`config.mk`:
```
export PLATFORM = sky130hd
export DESIGN_NAME = rsse_core
export DESIGN_NICKNAME = d
export VERILOG_FILES = /design/src/rsse_pkg.sv /design/src/rsse_core.sv /design/src/rsse_file_mem.sv /design/src/rsse_alu.sv
export VERILOG_INCLUDE_DIRS = /design/src
export SDC_FILE = /design/constraint.sdc
export NUM_CORES = 2
export LEC_CHECK = 0
export ABC_AREA = 0
export BUFFER_PORTS_ARGS = -buffer_cell sky130_fd_sc_hd__buf_2
export CAP_MARGIN = 0
export CORE_ASPECT_RATIO = 1.2
export CORE_MARGIN = 2
export CORE_UTILIZATION = 60
export CTS_CLUSTER_SIZE = 20
export DETAILED_ROUTE_END_ITERATION = 6
export PLACE_DENSITY = 0.87
export SLEW_MARGIN = 20
export SYNTH_ARGS = -nofsm -noshare
export SYNTH_HDL_FRONTEND = slang
export SYNTH_HIERARCHICAL = 1
export SYNTH_SLANG_ARGS = --single-unit
```
`constraint.sdc`:
```
create_clock -name pclk -period 25.3 [get_ports pclk]
set_clock_uncertainty 0.05 [all_clocks]
set_input_delay 3.795 -clock pclk [delete_from_list [all_inputs] [get_ports pclk]]
set_output_delay 3.795 -clock pclk [all_outputs]
set_load 0.02 [all_outputs]
```
`src/rsse_params.svh`:
```
`ifndef RSSE_PARAMS_SVH
`define RSSE_PARAMS_SVH

// Register offsets (byte addresses)
`define RSSE_OFF_CMD 12'h000
`define RSSE_OFF_WORK 12'h004
`define RSSE_OFF_STATUS 12'h008
`define RSSE_OFF_WDT 12'h00C
`define RSSE_OFF_CTRL 12'h010
// Command field positions
`define RSSE_CMD_OP_LSB 16
`define RSSE_CMD_DEST_BIT 15
`define RSSE_CMD_ADDR_LSB 8
// Status field positions
`define RSSE_ST_CARRY 0
`define RSSE_ST_NIBBLE 1
`define RSSE_ST_ZERO 2
`define RSSE_ST_SLEEP_N 3
`define RSSE_ST_EXPIRY_N 4
`define RSSE_ST_ASLEEP 5
// Reset values and prescaler maximum
`define RSSE_WORK_RST 8'h00
`define RSSE_STATUS_RST 5'h18
`define RSSE_PRESC_MAX 8'hFF
`endif

```
`src/rsse_pkg.sv`:
```
package rsse_pkg;
	typedef enum logic [1:0] {
		RSSE_OP_NONE = 2'b00,
		RSSE_OP_ROTATE = 2'b01,
		RSSE_OP_SUBLIT = 2'b10,
		RSSE_OP_SLEEP = 2'b11
	} rsse_op_t;
	typedef enum logic [1:0] {
		RSSE_ST_RUN = 2'b00,
		RSSE_ST_WAIT = 2'b01,
		RSSE_ST_WRITE = 2'b10,
		RSSE_ST_SLEEP = 2'b11
	} rsse_state_t;
	typedef struct packed {
		logic carry;
		logic nibble_carry_flag;
		logic zero;
	} rsse_flags_t;
	typedef struct packed {
		logic [7:0] result;
		rsse_flags_t flags;
	} rsse_alu_out_t;
endpackage

```
`src/rsse_core.sv`:
```
`timescale 1ns/1ps
`include "rsse_params.svh"
// Executes rotate, literal-subtract and sleep ops issued over APB
module rsse_core
	import rsse_pkg::*;
#(
	parameter int PRESC_W = 8,
	parameter int WDT_W = 8
) (
	input wire logic pclk,
	input wire logic presetn,
	input wire logic psel,
	input wire logic penable,
	input wire logic pwrite,
	input wire logic [11:0] paddr,
	input wire logic [31:0] pwdata,
	output logic [31:0] prdata,
	output logic pready,
	output logic pslverr,
	output logic osc_stopped
);
	rsse_state_t state;
	rsse_state_t next_state;
	rsse_op_t op;
	logic dest;
	logic [6:0] faddr;
	logic [7:0] lit;
	logic [7:0] work;
	rsse_flags_t flags;
	logic sleep_entered_flag_n;
	logic watchdog_expiry_flag_n;
	logic [PRESC_W-1:0] presc;
	logic [WDT_W-1:0] watchdog_timer_count;
	logic wdt_run;
	logic [7:0] mem_rdata;
	logic mem_we;
	logic [7:0] mem_wdata;
	rsse_alu_out_t alu;
	logic acc;
	logic wr;
	logic cmd_wr;
	logic wake_wr;

	// Address decode helper used by the write paths
	function automatic logic hit(input logic [11:0] a, input logic [11:0] o);
		return a == o;
	endfunction

	assign acc = psel & penable;
	assign wr = acc & pwrite;
	// Commands are dropped outside RUN; status has no busy bit to poll
	assign cmd_wr = wr & hit(paddr, `RSSE_OFF_CMD) & (state == RSSE_ST_RUN);
	// Writing ctrl bit 1 is the wake event out of sleep
	assign wake_wr = wr & hit(paddr, `RSSE_OFF_CTRL) & pwdata[1];

	rsse_file_mem #(.DEPTH(128), .AW(7)) u_mem (
		.pclk(pclk),
		.we(mem_we),
		.waddr(faddr),
		.wdata(mem_wdata),
		.raddr(cmd_wr ? pwdata[`RSSE_CMD_ADDR_LSB +: 7] : faddr),
		.rdata(mem_rdata)
	);

	rsse_alu u_alu (
		.sel_sub(op == RSSE_OP_SUBLIT),
		.operand(op == RSSE_OP_SUBLIT ? lit : mem_rdata),
		.work(work),
		.carry_in(flags.carry),
		.out(alu)
	);

	// Command capture
	always_ff @(posedge pclk or negedge presetn) begin
		if (!presetn) begin
			op <= RSSE_OP_NONE;
			dest <= 1'b0;
			faddr <= 7'h00;
			lit <= 8'h00;
		end else if (cmd_wr) begin
			op <= rsse_op_t'(pwdata[`RSSE_CMD_OP_LSB +: 2]);
			dest <= pwdata[`RSSE_CMD_DEST_BIT];
			faddr <= pwdata[`RSSE_CMD_ADDR_LSB +: 7];
			lit <= pwdata[7:0];
		end
	end

	// Sequencer: rotate needs one wait for registered memory read
	always_comb begin
		next_state = state;
		case (state)
			RSSE_ST_RUN: begin
				if (cmd_wr) begin
					case (rsse_op_t'(pwdata[`RSSE_CMD_OP_LSB +: 2]))
						RSSE_OP_ROTATE: next_state = RSSE_ST_WAIT;
						RSSE_OP_SUBLIT: next_state = RSSE_ST_WRITE;
						RSSE_OP_SLEEP: next_state = RSSE_ST_WRITE;
						default: next_state = RSSE_ST_RUN;
					endcase
				end
			end
			RSSE_ST_WAIT: next_state = RSSE_ST_WRITE;
			RSSE_ST_WRITE: begin
				next_state = (op == RSSE_OP_SLEEP) ? RSSE_ST_SLEEP : RSSE_ST_RUN;
			end
			RSSE_ST_SLEEP: next_state = wake_wr ? RSSE_ST_RUN : RSSE_ST_SLEEP;
			default: next_state = RSSE_ST_RUN;
		endcase
	end

	always_ff @(posedge pclk or negedge presetn) begin
		if (!presetn) begin
			state <= RSSE_ST_RUN;
		end else begin
			state <= next_state;
		end
	end

	assign mem_we = (state == RSSE_ST_WRITE) & (op == RSSE_OP_ROTATE) & dest;
	assign mem_wdata = alu.result;

	// Working register and arithmetic flags
	always_ff @(posedge pclk or negedge presetn) begin
		if (!presetn) begin
			work <= `RSSE_WORK_RST;
			flags <= '0;
		end else if (state == RSSE_ST_WRITE) begin
			if (op == RSSE_OP_ROTATE) begin
				if (!dest) begin
					work <= alu.result;
				end
				flags.carry <= alu.flags.carry;
			end else if (op == RSSE_OP_SUBLIT) begin
				work <= alu.result;
				flags <= alu.flags;
			end
		end else if (wr & hit(paddr, `RSSE_OFF_WORK)) begin
			work <= pwdata[7:0];
		end
	end

	// Power status bits, active low
	always_ff @(posedge pclk or negedge presetn) begin
		if (!presetn) begin
			sleep_entered_flag_n <= 1'b1;
			watchdog_expiry_flag_n <= 1'b1;
		end else if (state == RSSE_ST_WRITE && op == RSSE_OP_SLEEP) begin
			sleep_entered_flag_n <= 1'b0;
			watchdog_expiry_flag_n <= 1'b1;
		end else if (wr & hit(paddr, `RSSE_OFF_CTRL) & pwdata[2]) begin
			sleep_entered_flag_n <= 1'b1;
		end
	end

	// Watchdog with prescaler; frozen while oscillator is stopped
	always_ff @(posedge pclk or negedge presetn) begin
		if (!presetn) begin
			presc <= '0;
			watchdog_timer_count <= '0;
			wdt_run <= 1'b0;
		end else begin
			if (wr & hit(paddr, `RSSE_OFF_CTRL)) begin
				wdt_run <= pwdata[0];
			end
			if (state == RSSE_ST_WRITE && op == RSSE_OP_SLEEP) begin
				presc <= '0;
				watchdog_timer_count <= '0;
			end else if (wdt_run && state != RSSE_ST_SLEEP) begin
				presc <= presc + 1'b1;
				if (presc == {PRESC_W{1'b1}}) begin
					watchdog_timer_count <= watchdog_timer_count + 1'b1;
				end
			end
		end
	end

	always_ff @(posedge pclk or negedge presetn) begin
		if (!presetn) begin
			osc_stopped <= 1'b0;
		end else begin
			osc_stopped <= (next_state == RSSE_ST_SLEEP);
		end
	end

	// APB read data and response; zero wait states
	always_ff @(posedge pclk or negedge presetn) begin
		if (!presetn) begin
			prdata <= 32'h0000_0000;
			pready <= 1'b0;
			pslverr <= 1'b0;
		end else begin
			pready <= psel & ~penable;
			pslverr <= 1'b0;
			prdata <= 32'h0000_0000;
			if (psel & ~penable) begin
				case (paddr)
					`RSSE_OFF_CMD: prdata <= {14'h0000, op, dest, faddr, lit};
					`RSSE_OFF_WORK: prdata <= {24'h000000, work};
					`RSSE_OFF_STATUS: prdata <= {26'h0000000,
						state == RSSE_ST_SLEEP, watchdog_expiry_flag_n,
						sleep_entered_flag_n, flags.zero,
						flags.nibble_carry_flag, flags.carry};
					`RSSE_OFF_WDT: prdata <= {24'h000000,
						8'(watchdog_timer_count)};
					`RSSE_OFF_CTRL: prdata <= {31'h00000000, wdt_run};
					default: pslverr <= 1'b1;
				endcase
			end
		end
	end
endmodule // rsse_core

```
`src/rsse_file_mem.sv`:
```
`timescale 1ns/1ps
// File register array with registered read data
module rsse_file_mem #(
	parameter int DEPTH = 128,
	parameter int AW = 7
) (
	input wire logic pclk,
	input wire logic we,
	input wire logic [AW-1:0] waddr,
	input wire logic [7:0] wdata,
	input wire logic [AW-1:0] raddr,
	output logic [7:0] rdata
);
	logic [7:0] mem [DEPTH];

	// No reset: contents are undefined until software writes them
	always_ff @(posedge pclk) begin
		if (we) begin
			mem[waddr] <= wdata;
		end
		rdata <= mem[raddr];
	end
endmodule // rsse_file_mem

```
`src/rsse_alu.sv`:
```
`timescale 1ns/1ps
// Combinational rotate and literal-subtract datapath
module rsse_alu
	import rsse_pkg::*;
(
	input wire logic sel_sub,
	input wire logic [7:0] operand,
	input wire logic [7:0] work,
	input wire logic carry_in,
	output rsse_alu_out_t out
);
	logic [8:0] diff;
	logic [4:0] ndiff;

	always_comb begin
		diff = {1'b0, operand} - {1'b0, work};
		ndiff = {1'b0, operand[3:0]} - {1'b0, work[3:0]};
		out = '0;
		if (sel_sub) begin
			out.result = diff[7:0];
			out.flags.carry = ~diff[8];
			out.flags.nibble_carry_flag = ~ndiff[4];
			out.flags.zero = (diff[7:0] == 8'h00);
		end else begin
			out.result = {carry_in, operand[7:1]};
			out.flags.carry = operand[0];
		end
	end
endmodule // rsse_alu

```
# Word-level counts from Yosys, hierarchy flattened
# Memories as Yosys holds them, arrays and structs flattened. A register that Yosys moved wholly into a read port is not among the register bits.
# Index checks and enable logic that the tools add are counted.
# classes
n_addsub	4
n_bitwise	15
n_mux	28
n_mul	0
reduce_logical	16
shifts	0
eq_ne	18
n_div	0
order_cmp	0
# op_table
operator	n
case mux 18 bit (5 select lines)	1
2-to-1 mux 8 bit	11
equality test 12 x 4 -> 1 bit, second input constant	2
2-to-1 mux 18 bit	1
adder 8 x 1 -> 8 bit, second input constant	2
equality test 2 bit, second input constant	7
equality test 12 x 3 -> 1 bit, second input constant	1
equality test 12 x 5 -> 1 bit, second input constant	1
logical NOT 12 bit	1
AND 1 bit	11
nonzero test 2 bit	5
2-to-1 mux 9 bit	1
subtractor 8 x 8 -> 9 bit	1
equality test 8 bit, second input constant	1
logical NOT 8 bit	1
case mux 2 bit (4 select lines)	1
2-to-1 mux 1 bit	7
2-to-1 mux 7 bit	1
equality test 2 x 1 -> 1 bit, second input constant	3
2-to-1 mux 2 bit	3
AND reduction 3 bit	2
OR reduction 5 bit	1
subtractor 4 x 4 -> 5 bit	1
inverter 1 bit	4
9 further kinds	11
# totals
rom_bits	0
word_cells	99
latchBits	0
ram_bits	1024
ff_bits	84
memories	1
# mem_list
name	depth	width	read_ports	rd_ports_with_merged_regs	wr	line_no	text
u_mem.mem	128	8	1	1	1	rsse_file_mem.sv:14	logic [7:0] mem [DEPTH];

# Longest topological paths before layout
# depth
word_depth	8
ltp_mapped	15
ltp_nobuf	14

# Hierarchy
# Netlist, hierarchy kept.
# modules_own_cells
mod	instances	area_per_inst_um2	cells_per_inst
rsse_file_mem	1	39665.5	1635
rsse_core	1	3503.4	315
rsse_alu	1	480.5	66

# Worst setup path after synthesis
# OpenSTA, ideal clock, no wires.
# synth_path
path_kind	flip-flop to flip-flop
from	register op[0]
to	memory u_mem.mem[0][1] (data pin)
path_buffers	1
synth_period_minus_slack_ns	8.287
setup_slack_ns	17.013
stages_incl_launch_ff	9
arrival_time_ns	7.028
path_cell_list	dfrtp_1 -> inv_1 -> ha_1 -> clkbuf_1 -> mux2_2 -> inv_1 -> ha_1 -> fa_1 -> o21ai_0
# synth_rtl
element	line_no	text
start, declared	rsse_core.sv:24	rsse_op_t op;
start signal, assigned	rsse_core.sv:81	op <= rsse_op_t'(pwdata[`RSSE_CMD_OP_LSB +: 2]);
end, declared	rsse_file_mem.sv:14	

# Final worst setup path
# layout_path
from	input port paddr[9]
to	register u_mem.rdata[0], read port of u_mem.mem
# layout_via
elab_chain_len	4
# layout_rtl
element	line_no	text
start, declared	rsse_core.sv:15	input wire logic [11:0] paddr,
logical NOT 12 bit	rsse_core.sv:46	return a == o;
AND 1 bit (2 in series)	rsse_core.sv:52	assign cmd_wr = wr & hit(paddr, `RSSE_OFF_CMD) & (state == RSSE_ST_RUN);
2-to-1 mux 7 bit	--	
end, declared	rsse_file_mem.sv:12	output logic [7:0] rdata
# No other way between the ends.
# A chain may end at the register's enable or synchronous reset.

==> results.md <==
- The flow ran to the end, and the final reports show no timing, DRC or antenna violations.
- The via count of the first global-routing pass is 23,100.
- The critical path goes through buf_2 -> nor4_4 -> and3_1 -> nand4_4 -> buf_4 -> mux2_8 -> buf_6 -> buf_4 -> mux4_2 -> mux4_2 -> mux4_2 -> mux2_2.
- The fraction of the cycle the final worst path needs is 0.366.
- The critical-path maximum fanout is 78.
- During synthesis, Yosys emitted a total of 6 warnings.
- The met2 global-route usage is 0.516.
- Synthesis inferred 1,102 register bits.
- The post-synthesis cell type with the largest combined area is sky130_fd_sc_hd__edfxtp_1.
- By area, the combinational part of the netlist is dominated by multiplexers.
- The critical-path cell with the highest stage delay is sky130_fd_sc_hd__mux2_8.
- The most crowded layer after global routing is met2.
- The number of primary I/O pins is 84.
- The total area inside the core boundary comes to 72,200 um2.
- The worst-case vdd ir drop is 0.0538 mV.
- In the routed layout, each cell is associated on average with a via count of 7.28.
- Setup repair after global routing left no endpoint under its margin.
- In this run, CTS created clock tree buffers numbering 98.
- The leakage power is 15.4 nW.
- The worst pin sits at a relative slew slack of 0.100.
- After synthesis, the share of cell area in mux cells is 0.189.
- The critical register-to-register path endpoint is u_mem/rdata[0].
- The startpoint identified for the worst register-to-register timing path is state[1].
- Once detail routing completed, the nets flagged for antenna violations numbered 0.
- The sequential group share of total power is 0.553.
- The total power draw is 3.55 mW.
- The combinational share of power is 0.005.
- The initial core utilization is 0.605.
- Summed over all failing endpoints, the final setup total negative slack is 0 ns.
- The area growth from synthesis to layout is 10.8%.
- At the pin with the least slew margin, the transition time is 1.35 ns.
- The share of the yosys chip area belonging to registers is 0.748.
- Setup violations remaining at the end of the flow were counted as 0.
- The root buffer cell chosen for the clock tree is sky130_fd_sc_hd__clkbuf_16.
- The first detailed-routing pass took 6 iterations.
- Cell internal power was estimated by the tool at 2.85 mW.
- The net count of the finished layout is 2,162.
- The biggest cell delay along the critical path is 0.92 ns.
- In the final layout, the share of cells above drive strength 1 is 0.296.
- The share of the synthesized area in compound gates (AO/OA/AOI/OAI) is 0.00932.
- The routed design has 114,000 um of wire.
- The via total after detailed routing is 22,700.
- Timing would allow up to 0.108 GHz.
- The vertical die dimension is 299 um.
- The total of max-cap violations is 0.
- Ranked by total cell area, the synthesized netlist is headed by sky130_fd_sc_hd__edfxtp_1 (70%), sky130_fd_sc_hd__mux4_2 (17%), sky130_fd_sc_hd__dfrtp_1 (4.0%), sky130_fd_sc_hd__nor2_1 (1.2%), sky130_fd_sc_hd__mux2_2 (1.1%).
- By count the netlist is led by sky130_fd_sc_hd__edfxtp_1 (1,024), sky130_fd_sc_hd__mux4_2 (336), sky130_fd_sc_hd__nor2_1 (142).
- The layout has 4,029 filler cells.
- For this run, design rule violations remaining after detail routing come to 0.
- The total count of hold-check failures in the final report is 0.
- The number of max-slew violations in the final report was 0.
- The share of synthesized area in the top cell type comes to 0.704.
- STA puts the critical path data arrival time at 9.77 ns.
- Power spread over the standard cell area amounts to 73.4 nW/um2.
- The cell repeated most along the worst path is sky130_fd_sc_hd__mux4_2.
- The global-route wire length before repair is 165,000 um.
- The endpoint kind of the worst setup timing path is a register.
- For met1 alone, demand over resource in global routing was 0.385.
- The setup check on the worst reg-to-reg path leaves a slack of 19.46 ns.
- The number of enable-type register cells in the synthesized netlist is 1,024.
- The total routing usage reported by global routing is 0.308.
- Gates resized during post-CTS repair numbered 0.
- The number of hold buffers added after cts is 0.
- The required time at the endpoint of the critical path is 25.81 ns.
- The commonest register cell after synthesis is sky130_fd_sc_hd__edfxtp_1.
- The synthesized-area fraction occupied by adder cells is 0.00447.
- Once detailed placement completed, the half-perimeter wirelength came to 60,700 um.
- Clock-pin slew was measured on the worst setup and hold paths at 0.06 ns.
- The basic-gate share of the synthesized area counting and, or, nand and nor cells is 0.0319.
- The origin of the worst min-delay path is flags[1].
- The tightest min-delay check is of the register to register type.
- The kind of start point of the critical path is a primary input.
- The initial antenna violation count is 6.
- The TritonCTS clock tree is done.
- The average wire length per cell after detail routing is 36.5 um.
- The clock reaches the later pin of the worst-skew pair after 0.68 ns.
- The largest buffer count on any clock path is 3.
- The depth of the worst hold-timing path is 1.
- The H-tree was split into 3 levels.
- Synthesis produced a netlist whose cell count is 2,016.
- The met3 global-route usage is 0.0633.
- Input and output buffers added on the ports amount to 55.
- The most frequent cell after synthesis is sky130_fd_sc_hd__edfxtp_1.
- The maximum number of pins on one net before global-route repair is 125.
- The critical path is of the primary input to register type.
- For the finished layout, the period the worst path requires is 9.26 ns.
- The pre-CTS worst setup slack is 15.04 ns.
- The post-synth design cell area is 43,600 um2.
- The number of core rows is 108.
- Once routing completed, OpenROAD measured the worst setup slack at 16.04 ns.
- The switching share of total power is 0.199.
- The switching component of the power is 0.705 mW.
- The violation count after the first detailed-route iteration is 3,456.
- The clock net in this run drives a total of 1,102 sinks.
- The routability congestion estimate from global placement is 0.879.
- The residual overflow from global routing is 0.
- The worst hold path terminates at flags[1].
- The share of flip-flops with an asynchronous set or reset is 0.0635.
- In this run the mean area of a mapped cell was 21.7 um2.
- The die boundary width is 250 um.
- The part of the total power dissipated in the clock network is 0.443.
- After clock tree synthesis, the setup repair step added 0 buffers.
- The fraction of synthesized cell area in xor and xnor cells is 0.00241.
- After synthesis, the netlist uses 62 different library cells.
- The floorplan step defined a die boundary enclosing 74,900 um2.
- For the worst flop-to-flop path, the logic depth is 10.
==> power groups by stage <==
stage / logic (mW) / registers (mW) / clock network (mW)
final: 0.0164 / 1.96 / 1.57
after global routing: 0.0175 / 1.96 / 1.64
after CTS: 0.0160 / 1.96 / 1.58
after detailed placement: 0.0155 / 2.00 / 0
after global placement: 0.0149 / 2.00 / 0
after floorplan: 0.00850 / 2.00 / 0
==> worst max-delay path by stage <==
stage / from / end / slack (ns)
3_3_place_gp: paddr[9] / u_mem/rdata[2] / 15.13
4_1_cts: paddr[9] / u_mem/rdata[0] / 15.73
2_1_floorplan: op[0] / u_mem/mem[0][1] / 17.01
3_5_place_dp: paddr[9] / u_mem/rdata[4] / 15.04
6_report: paddr[9] / u_mem/rdata[0] / 16.04
5_1_grt: paddr[9] / u_mem/rdata[0] / 15.64
==> stage by stage <==
stage | cell area, um2 | cells | utilization | hold slack (ns)
final | 48400 | 3119 | 0.670 | 0.502
after global routing | 48400 | 3117 | 0.670 | 0.514
after CTS | 48200 | 3113 | 0.668 | 0.498
after detailed placement | 44900 | 2929 | 0.622 | 0.457
after global placement | 44900 | 2929 | 0.622 | 0.449
after floorplan | 43700 | 2029 | - | 0.424
==> per-layer routing <==
metal	routed length, um	vias up	part of all wire
met5	55	-	0.00048
met1	36600	11700	0.32
met4	7120	8	0.063
li1	-	8495	-
met2	57500	2044	0.51
met3	12500	468	0.11
==> critical path: cells and delay by family <==
family	cells	cell delay (ns)
buffers and inverters	4	1.78
AND/OR/NAND/NOR	3	1.07
multiplexers	5	2.96
==> cell usage in the layout, fill, tap and decap left out, types with 7 or more instances in the layout <==
cell / instances
sky130_fd_sc_hd__edfxtp_1: 1024
sky130_fd_sc_hd__mux4_2: 336
sky130_fd_sc_hd__nor2_1: 142
sky130_fd_sc_hd__clkbuf_16: 100
sky130_fd_sc_hd__dfrtp_1: 69
sky130_fd_sc_hd__buf_2: 54
sky130_fd_sc_hd__nand2_1: 50
sky130_fd_sc_hd__mux2_2: 38
sky130_fd_sc_hd__buf_4: 26
sky130_fd_sc_hd__nand3_1: 21
sky130_fd_sc_hd__inv_1: 19
sky130_fd_sc_hd__clkbuf_1: 19
sky130_fd_sc_hd__clkinv_1: 15
sky130_fd_sc_hd__clkinv_2: 15
sky130_fd_sc_hd__nand4_1: 14
sky130_fd_sc_hd__ha_1: 14
sky130_fd_sc_hd__conb_1: 14
sky130_fd_sc_hd__a21oi_1: 13
sky130_fd_sc_hd__bufinv_16: 13
sky130_fd_sc_hd__o21ai_0: 11
sky130_fd_sc_hd__nor3_1: 11
sky130_fd_sc_hd__and2_1: 10
sky130_fd_sc_hd__nor2b_1: 10
sky130_fd_sc_hd__mux2_4: 9
sky130_fd_sc_hd__clkinvlp_4: 8
sky130_fd_sc_hd__dfxtp_1: 8
sky130_fd_sc_hd__nand2b_1: 7
sky130_fd_sc_hd__xor2_1: 7
==> registers in the layout (all words and copies together), names as in the netlist, 2 cells and up <==
register,cells
u_mem/rdata,8
lit,8
state,2
faddr,7
work,8
u_mem/mem,1024
presc,8
flags,3
watchdog_timer_count,8
prdata,18
op,2
==> cell type report <==
class                      instances  area (um2)  area share
antenna                            2        5.00    0.000103
clock buffer                     123        2630      0.0544
clock inverter                    61         729      0.0151
inverter                          20        75.1     0.00155
multi-input combinational        790       10500       0.217
sequential                      1102       32700       0.675
tap                              935        1170      0.0242
timing repair buffer              86         591      0.0122
==> cell families after synthesis <==
logic type | Yosys count
DFF | 1102
muxes | 393
and+or+nand+nor | 297
buffers and inverters | 137
AOI/OAI and AO/OA | 59
adders and majority gates | 15
xor gates and xnor gates | 12
other | 1
No activity file was read; power rests on OpenSTA's default activity.
